--- src/rtl/mic_pkg.sv ---
package mic_pkg;
  localparam logic [7:0] ADDR_FLAGS = 8'h04;
  localparam logic [7:0] ADDR_FLAGS_CLR = 8'h05;
  localparam logic [7:0] ADDR_CH1 = 8'h08;
  // enable register has no printed offset here
  localparam logic [7:0] ADDR_ENABLES = 8'h0A;
  localparam int BIT_HALF_FULL = 0;
  localparam int BIT_SAG = 1;
  localparam int BIT_CYC_DONE = 2;
  localparam int BIT_WAVE = 3;
  localparam int BIT_ZERO_CROSS = 4;
  localparam int BIT_TEMP = 5;
  localparam int BIT_RESET_DONE = 6;
  localparam int BIT_OVERFLOW = 7;
  localparam logic [7:0] FLAGS_RESET = 8'h00;
  localparam logic [7:0] ENABLES_RESET = 8'h00;
  localparam logic [7:0] CH1_RESET = 8'h80;
  localparam logic [7:0] ENABLE_MASK = 8'hBF;
  localparam int CH1_INTEG_BIT = 7;
  localparam int CH1_SIGN_BIT = 5;

  typedef struct packed {
    logic energy_msb;
    logic sag;
    logic no_zero_cross;
    logic cyc_done;
    logic wave_sample;
    logic zero_cross;
    logic temp_done;
    logic soft_reset_done;
    logic energy_overflow;
  } mic_events_t;

  typedef struct packed {
    logic integrator_on;
    logic offset_negative;
    logic [4:0] offset_mag;
  } mic_ch1_t;
endpackage : mic_pkg

--- src/rtl/mic_irq_ctrl.sv ---
module mic_irq_ctrl (
  input wire logic clk_i,
  input wire logic reset_n_i,
  input wire mic_pkg::mic_events_t events_i,
  input wire logic rd_i,
  input wire logic wr_i,
  input wire logic [7:0] addr_i,
  input wire logic [7:0] wdata_i,
  output logic [7:0] rdata_o,
  output logic irq_n_o,
  output logic irq_oe_o,
  output logic [7:0] enables_o,
  output mic_pkg::mic_ch1_t ch1_o
);

  // one access strobe matched against one register address
  function automatic logic reg_hit(
    input logic strobe,
    input logic [7:0] addr,
    input logic [7:0] target
  );
    reg_hit = strobe && (addr == target);
  endfunction : reg_hit

  // sticky flag: a set event wins over a clearing read in the same cycle
  function automatic logic sticky_flag(
    input logic held,
    input logic clear,
    input logic set
  );
    sticky_flag = (held && !clear) || set;
  endfunction : sticky_flag

  // held covers the first edge after reset release, which marks reset done
  typedef enum logic {
    BOOT_HELD = 1'h0,
    BOOT_RUN = 1'h1
  } mic_boot_t;

  mic_boot_t boot_r;
  mic_boot_t boot_nxt;
  logic [7:0] flags_cur;
  logic [7:0] flags_nxt;
  logic [7:0] enables_r;
  logic [7:0] ch1_r;
  logic [7:0] rdata_nxt;
  logic [7:0] pending;
  logic energy_msb_r;
  logic irq_nxt;

  // one flop per status bit keeps each set and clear path separate
  logic half_full_r;
  logic sag_r;
  logic cyc_done_r;
  logic wave_r;
  logic zero_cross_r;
  logic temp_r;
  logic reset_done_r;
  logic overflow_r;
  logic half_full_nxt;
  logic sag_nxt;
  logic cyc_done_nxt;
  logic wave_nxt;
  logic zero_cross_nxt;
  logic temp_nxt;
  logic reset_done_nxt;
  logic overflow_nxt;

  // register decode; unmapped reads return zero, unmapped writes are dropped
  logic rd_plain;
  logic rd_clear;
  logic rd_ch1;
  logic rd_en;
  logic wr_ch1;
  logic wr_en;
  assign rd_plain = reg_hit(rd_i, addr_i, mic_pkg::ADDR_FLAGS);
  assign rd_clear = reg_hit(rd_i, addr_i, mic_pkg::ADDR_FLAGS_CLR);
  assign rd_ch1 = reg_hit(rd_i, addr_i, mic_pkg::ADDR_CH1);
  assign rd_en = reg_hit(rd_i, addr_i, mic_pkg::ADDR_ENABLES);
  assign wr_ch1 = reg_hit(wr_i, addr_i, mic_pkg::ADDR_CH1);
  assign wr_en = reg_hit(wr_i, addr_i, mic_pkg::ADDR_ENABLES);

  // set requests, one per status bit except zero-crossing
  logic set_half_full;
  logic set_sag;
  logic set_cyc_done;
  logic set_wave;
  logic set_temp;
  logic set_reset_done;
  logic set_overflow;
  // hardware reset completion is the first clock after release
  assign set_reset_done = (boot_r == BOOT_HELD) || events_i.soft_reset_done;
  assign set_half_full = events_i.energy_msb && !energy_msb_r;
  assign set_sag = events_i.sag || events_i.no_zero_cross;
  assign set_cyc_done = events_i.cyc_done;
  assign set_wave = events_i.wave_sample;
  assign set_temp = events_i.temp_done;
  assign set_overflow = events_i.energy_overflow;

  // zero-crossing bit tracks its level and ignores the clearing read
  assign zero_cross_nxt = events_i.zero_cross;
  assign half_full_nxt = sticky_flag(half_full_r, rd_clear, set_half_full);
  assign sag_nxt = sticky_flag(sag_r, rd_clear, set_sag);
  assign cyc_done_nxt = sticky_flag(cyc_done_r, rd_clear, set_cyc_done);
  assign wave_nxt = sticky_flag(wave_r, rd_clear, set_wave);
  assign temp_nxt = sticky_flag(temp_r, rd_clear, set_temp);
  assign reset_done_nxt = sticky_flag(reset_done_r, rd_clear, set_reset_done);
  assign overflow_nxt = sticky_flag(overflow_r, rd_clear, set_overflow);

  always_comb begin
    flags_nxt = 8'h00;
    flags_nxt[mic_pkg::BIT_HALF_FULL] = half_full_nxt;
    flags_nxt[mic_pkg::BIT_SAG] = sag_nxt;
    flags_nxt[mic_pkg::BIT_CYC_DONE] = cyc_done_nxt;
    flags_nxt[mic_pkg::BIT_WAVE] = wave_nxt;
    flags_nxt[mic_pkg::BIT_ZERO_CROSS] = zero_cross_nxt;
    flags_nxt[mic_pkg::BIT_TEMP] = temp_nxt;
    flags_nxt[mic_pkg::BIT_RESET_DONE] = reset_done_nxt;
    flags_nxt[mic_pkg::BIT_OVERFLOW] = overflow_nxt;
  end

  always_comb begin
    flags_cur = 8'h00;
    flags_cur[mic_pkg::BIT_HALF_FULL] = half_full_r;
    flags_cur[mic_pkg::BIT_SAG] = sag_r;
    flags_cur[mic_pkg::BIT_CYC_DONE] = cyc_done_r;
    flags_cur[mic_pkg::BIT_WAVE] = wave_r;
    flags_cur[mic_pkg::BIT_ZERO_CROSS] = zero_cross_r;
    flags_cur[mic_pkg::BIT_TEMP] = temp_r;
    flags_cur[mic_pkg::BIT_RESET_DONE] = reset_done_r;
    flags_cur[mic_pkg::BIT_OVERFLOW] = overflow_r;
  end

  // bit 6 is masked out of the enable path entirely
  assign pending = flags_nxt & enables_r & mic_pkg::ENABLE_MASK;
  assign irq_nxt = ~|pending;

  // plain and clearing status addresses return the same flags
  always_comb begin
    rdata_nxt = 8'h00;
    if (rd_plain || rd_clear) begin
      rdata_nxt = flags_cur;
    end else if (rd_ch1) begin
      rdata_nxt = ch1_r;
    end else if (rd_en) begin
      rdata_nxt = enables_r;
    end else begin
      rdata_nxt = 8'h00;
    end
  end

  always_comb begin
    boot_nxt = boot_r;
    case (boot_r)
      BOOT_HELD: begin
        boot_nxt = BOOT_RUN;
      end
      BOOT_RUN: begin
        boot_nxt = BOOT_RUN;
      end
      default: begin
        boot_nxt = BOOT_RUN;
      end
    endcase
  end

  always_ff @(posedge clk_i or negedge reset_n_i) begin
    if (!reset_n_i) begin
      boot_r <= BOOT_HELD;
    end else begin
      boot_r <= boot_nxt;
    end
  end

  always_ff @(posedge clk_i or negedge reset_n_i) begin
    if (!reset_n_i) begin
      energy_msb_r <= 1'h0;
    end else begin
      energy_msb_r <= events_i.energy_msb;
    end
  end

  always_ff @(posedge clk_i or negedge reset_n_i) begin
    if (!reset_n_i) begin
      half_full_r <= mic_pkg::FLAGS_RESET[mic_pkg::BIT_HALF_FULL];
    end else begin
      half_full_r <= half_full_nxt;
    end
  end

  always_ff @(posedge clk_i or negedge reset_n_i) begin
    if (!reset_n_i) begin
      sag_r <= mic_pkg::FLAGS_RESET[mic_pkg::BIT_SAG];
    end else begin
      sag_r <= sag_nxt;
    end
  end

  always_ff @(posedge clk_i or negedge reset_n_i) begin
    if (!reset_n_i) begin
      cyc_done_r <= mic_pkg::FLAGS_RESET[mic_pkg::BIT_CYC_DONE];
    end else begin
      cyc_done_r <= cyc_done_nxt;
    end
  end

  always_ff @(posedge clk_i or negedge reset_n_i) begin
    if (!reset_n_i) begin
      wave_r <= mic_pkg::FLAGS_RESET[mic_pkg::BIT_WAVE];
    end else begin
      wave_r <= wave_nxt;
    end
  end

  always_ff @(posedge clk_i or negedge reset_n_i) begin
    if (!reset_n_i) begin
      zero_cross_r <= mic_pkg::FLAGS_RESET[mic_pkg::BIT_ZERO_CROSS];
    end else begin
      zero_cross_r <= zero_cross_nxt;
    end
  end

  always_ff @(posedge clk_i or negedge reset_n_i) begin
    if (!reset_n_i) begin
      temp_r <= mic_pkg::FLAGS_RESET[mic_pkg::BIT_TEMP];
    end else begin
      temp_r <= temp_nxt;
    end
  end

  always_ff @(posedge clk_i or negedge reset_n_i) begin
    if (!reset_n_i) begin
      reset_done_r <= mic_pkg::FLAGS_RESET[mic_pkg::BIT_RESET_DONE];
    end else begin
      reset_done_r <= reset_done_nxt;
    end
  end

  always_ff @(posedge clk_i or negedge reset_n_i) begin
    if (!reset_n_i) begin
      overflow_r <= mic_pkg::FLAGS_RESET[mic_pkg::BIT_OVERFLOW];
    end else begin
      overflow_r <= overflow_nxt;
    end
  end

  always_ff @(posedge clk_i or negedge reset_n_i) begin
    if (!reset_n_i) begin
      enables_r <= mic_pkg::ENABLES_RESET;
    end else if (wr_en) begin
      enables_r <= wdata_i;
    end
  end

  always_ff @(posedge clk_i or negedge reset_n_i) begin
    if (!reset_n_i) begin
      ch1_r <= mic_pkg::CH1_RESET;
    end else if (wr_ch1) begin
      ch1_r <= wdata_i;
    end
  end

  always_ff @(posedge clk_i or negedge reset_n_i) begin
    if (!reset_n_i) begin
      rdata_o <= 8'h00;
    end else begin
      rdata_o <= rdata_nxt;
    end
  end

  // open drain: drive only while pulling low
  always_ff @(posedge clk_i or negedge reset_n_i) begin
    if (!reset_n_i) begin
      irq_n_o <= 1'h1;
      irq_oe_o <= 1'h0;
    end else begin
      irq_n_o <= irq_nxt;
      irq_oe_o <= !irq_nxt;
    end
  end

  assign enables_o = enables_r;
  // bit 6 stored but unused by the channel
  assign ch1_o.integrator_on = ch1_r[mic_pkg::CH1_INTEG_BIT];
  assign ch1_o.offset_negative = ch1_r[mic_pkg::CH1_SIGN_BIT];
  assign ch1_o.offset_mag = ch1_r[4:0];
endmodule : mic_irq_ctrl

--- config.mk ---
export PLATFORM = sky130hd
export DESIGN_NAME = mic_irq_ctrl
export DESIGN_NICKNAME = d
export VERILOG_FILES = /design/src/rtl/mic_pkg.sv /design/src/rtl/mic_irq_ctrl.sv
export SDC_FILE = /design/constraint.sdc
export NUM_CORES = 1
export LEC_CHECK = 0
export ABC_AREA = 1
export BUFFER_PORTS_ARGS = -buffer_cell sky130_fd_sc_hd__buf_2
export CAP_MARGIN = 20
export CORE_MARGIN = 2
export CORE_UTILIZATION = 49
export DETAILED_ROUTE_END_ITERATION = 10
export PLACE_DENSITY = 0.74
export SYNTH_ARGS = -nofsm -noshare
export SYNTH_HDL_FRONTEND = slang
export SYNTH_SLANG_ARGS = --single-unit
--- constraint.sdc ---
create_clock -name clk_i -period 0.93 [get_ports clk_i]
set_input_delay 0.0465 -clock clk_i [delete_from_list [all_inputs] [get_ports clk_i]]
set_output_delay 0.0465 -clock clk_i [all_outputs]
set_load 0.03 [all_outputs]
==> results.py <==
metrics = {
    "run_status": {
        "status": "finished, violations left",
        "violations": "negative setup slack",
    },
    "placed_design": {
        "io_buffers": 53,
        "place_area_um2": 2010,
        "dp_hpwl_um": 2590,
        "pre_cts_ws_ns": -0.332,
        "place_congestion": 0.764,
    },
    "drt": {
        "avgViaCountPerCell": 5.15,
        "wl_per_cell_um": 15.8,
        "dr.pass1.iters": 5,
        "drc_errors": 0,
        "wl_um": 5120,
        "met2_length_um": 2540,
        "routed-wl-met3_um": 323,
        "vias": 1668,
        "routed.top_layer": "met4",
        "ant_nets": 0,
        "m1WireLength_um": 2130,
        "drt_iter0_drc": 67,
    },
    "sta": {
        "setup_viol": 29,
        "hold_viol": 0,
        "setup_ws_ns": -0.170,
        "rsz0062_at_grt": "yes",
        "slew_viol_final": 0,
        "fin_worst_skew_ns": 0.0175,
        "max_clock_freq_mhz": 909,
        "fin_crit_ns": 1.10,
        "finalSetupTns_ns": -1.55,
        "final.period_utilization_pct": 118,
    },
    "layout": {
        "areaGrowthSynthToFinish_pct": 68.5,
        "nets": 308,
        "multiInputGateArea_um2": 693,
        "num_antenna_cells": 0,
        "n_fill_cell": 165,
        "seqCellArea_um2": 905,
        "drive_gt1_share_pct": 51.4,
        "finalInstanceArea_um2": 2720,
    },
    "synth": {
        "synth_async_sr_flop_share_pct": 100,
        "yosysSeqAreaShare_pct": 56.1,
        "netlist_area_um2": 1610,
        "synth_compound_area_share_pct": 9.78,
        "yosys_warnings": 0,
        "synth-seq-cells": 36,
        "synth_cell_types": 23,
        "synth_top_family_by_area": "simple AND/OR/NAND/NOR gates",
        "ys_top_cells_by_area": "dfrtp_1 53%, nand2_1 11%, nand3_1 5.9%",
        "yosysMostFrequentCell": "nand2_1",
        "synth_edf_count": 0,
        "synthXorXnorAreaFrac_pct": 0,
        "synthAdderAreaFrac_pct": 0,
        "syn_inst": 177,
        "yosysTopAreaCellShare_pct": 52.8,
        "synth_top_area_cell": "dfrtp_1",
        "synthMuxAreaShare_pct": 0,
        "syn_area_per_cell_um2": 9.10,
        "synth_nets": 206,
        "synth_commonest_cells": "48 x nand2_1, 34 x dfrtp_1, 20 x inv_1",
        "synth_ff_type": "dfrtp_1",
        "synthSimpleGateAreaFrac_pct": 24.5,
    },
    "cts": {
        "cts_max_path_buffers": 2,
        "cts_inserted_buffers": 5,
        "cts-root-buf": "clkbuf_4",
        "cts.sinks": 36,
        "cts_tree": "built",
        "worstSkewPairLatency_ns": 0.36,
        "htreeDepth": 2,
        "clkTransAtPathRegs_ns": 0.13,
    },
    "floorplanning": {
        "ioPinCount": 54,
        "floorplan.initialDensity_pct": 51.9,
        "die_w_um": 61.4,
        "std_cell_rows": 20,
        "dieArea_um2": 3760,
        "fp.dieH_um": 61.4,
        "core_um2": 3100,
    },
    "run": {
        "drv_cap": 0,
    },
    "power_and_ir_drop": {
        "ir_worst_vdd_uv": 1120,
        "powerDensity_nw_per_um2": 1210,
        "p_leak_nw": 1.38,
    },
    "worst_setup_path": {
        "r2r_cells": 6,
        "cp.required_ns": 0.88,
        "critPathSlowestCell": "dfstp_2",
        "path_class": "reg2out",
        "critPathLaunchType": "register",
        "cp_num_buf_inv": 1,
        "crit_chain": "buf_6",
        "setup.worst_path.end_class": "output pin",
        "path_max_fanout": 2,
        "crit_family": "flip-flops",
        "cp.arrival_ns": 1.05,
        "path_depth": 1,
        "max_stage_delay_ns": 0.57,
    },
    "grt": {
        "grtUsageTotal_pct": 26.3,
        "grt_first_pass_wirelength_um": 7020,
        "grt_overflow": 0,
        "antenna_found_initial": 0,
        "grt_pass1_vias": 1473,
        "grt_max_degree": 24,
    },
    "min_path": {
        "min_delay_path_depth": 4,
        "hold_class": "in2reg",
    },
}
==> worst paths after layout <==
check,start,end,slack (ns)
max in group asynchronous,reset_n_i,ch1_r[7],0.52
worst min register to register,boot_r,reset_done_r,0.46
worst max register to register,sag_r,irq_oe_o,-0.06
min in group asynchronous,reset_n_i,zero_cross_r,0.17
worst min-delay path,events_i[0],overflow_r,0.04
worst max-delay path,ch1_r[7],ch1_o[6],-0.17
==> cells in the final DEF (no fill, tap or decap) <==
cell type | Yosys | routed
a21boi_1 | 0 | 1
and2_4 | 0 | 1
buf_12 | 0 | 2
buf_2 | 1 | 27
buf_4 | 7 | 25
buf_6 | 1 | 38
clkbuf_1 | 2 | 1
clkbuf_4 | 0 | 5
clkbuf_8 | 0 | 1
clkinvlp_4 | 0 | 2
conb_1 | 1 | 1
dfrtp_1 | 34 | 33
dfrtp_2 | 0 | 1
dfstp_2 | 2 | 2
dlygate4sd3_1 | 0 | 13
inv_1 | 20 | 18
inv_2 | 0 | 1
nand2_1 | 48 | 37
nand2_2 | 2 | 12
nand2_4 | 1 | 2
nand2_8 | 0 | 1
nand3_1 | 19 | 13
nand3_2 | 0 | 6
nand3b_1 | 1 | 1
nand4_1 | 2 | 2
nor2_1 | 6 | 3
nor2_4 | 0 | 3
nor3_4 | 0 | 1
nor3b_4 | 0 | 1
nor4_4 | 1 | 1
o21ai_0 | 16 | 4
o21ai_1 | 0 | 9
o21ai_2 | 8 | 11
or2_4 | 1 | 1
==> cell type report <==
class                           instances  share of cell area [%]
Timing Repair Buffer                  105                    33.9
Sequential cell                        36                    33.3
Multi-Input combinational cell        111                    25.5
Inverter                               20                    2.90
Clock buffer                            7                    2.03
Tap cell                               44                    2.03
Clock inverter                          1                   0.276
==> logic make-up after synthesis <==
logic type / after synthesis
DFF: 36
and+or+nand+nor: 84
other: 1
AOI/OAI and AO/OA: 25
buffers and inverters: 31
==> state kept, by name, summed over array words and instances, names as in the netlist <==
name and count:
half_full_r 1, overflow_r 1, ch1_r 8, irq_n_o 1, sag_r 1, wave_r 1, enables_o 8, cyc_done_r 1
boot_r 1, irq_oe_o 1, temp_r 1, energy_msb_r 1, rdata_o 8, reset_done_r 1, zero_cross_r 1
==> report_power, final <==
group	internal (mW)	switching [mW]
logic	0.332	0.356
clock network	0.370	0.539
registers	1.64	0.0415
==> metal layers <==
layer | vias to the layer above | GRT usage [%]
met3 | 18 | 9.24
met5 | - | 0
li1 | 769 | -
met4 | 0 | 8.51
met2 | 72 | 41.9
met1 | 809 | 33.7
==> stage by stage <==
stage | total power [mW] | instances | utilization (%) | hold WS [ns]
finish | 3.27 | 324 | 87.5 | 0.0374
global route | 3.41 | 324 | 87.5 | 0.0362
CTS | 3.18 | 318 | 80.9 | 0.00351
detailed placement | 2.15 | 275 | 64.9 | 0.0175
global placement | 2.14 | 275 | 64.9 | 0.0198
floorplan | 1.95 | 177 | - | -0.249
==> timing repair <==
item,4_1_cts,5_1_grt
cloned,0,1
resized for setup,45,60
setup buffers,22,6
pin swaps,5,11
hold buffers,13,0
hold endpoints to repair,56,0
endpoints found under the setup margin,20,44
Power figures use the tool's default switching activity.
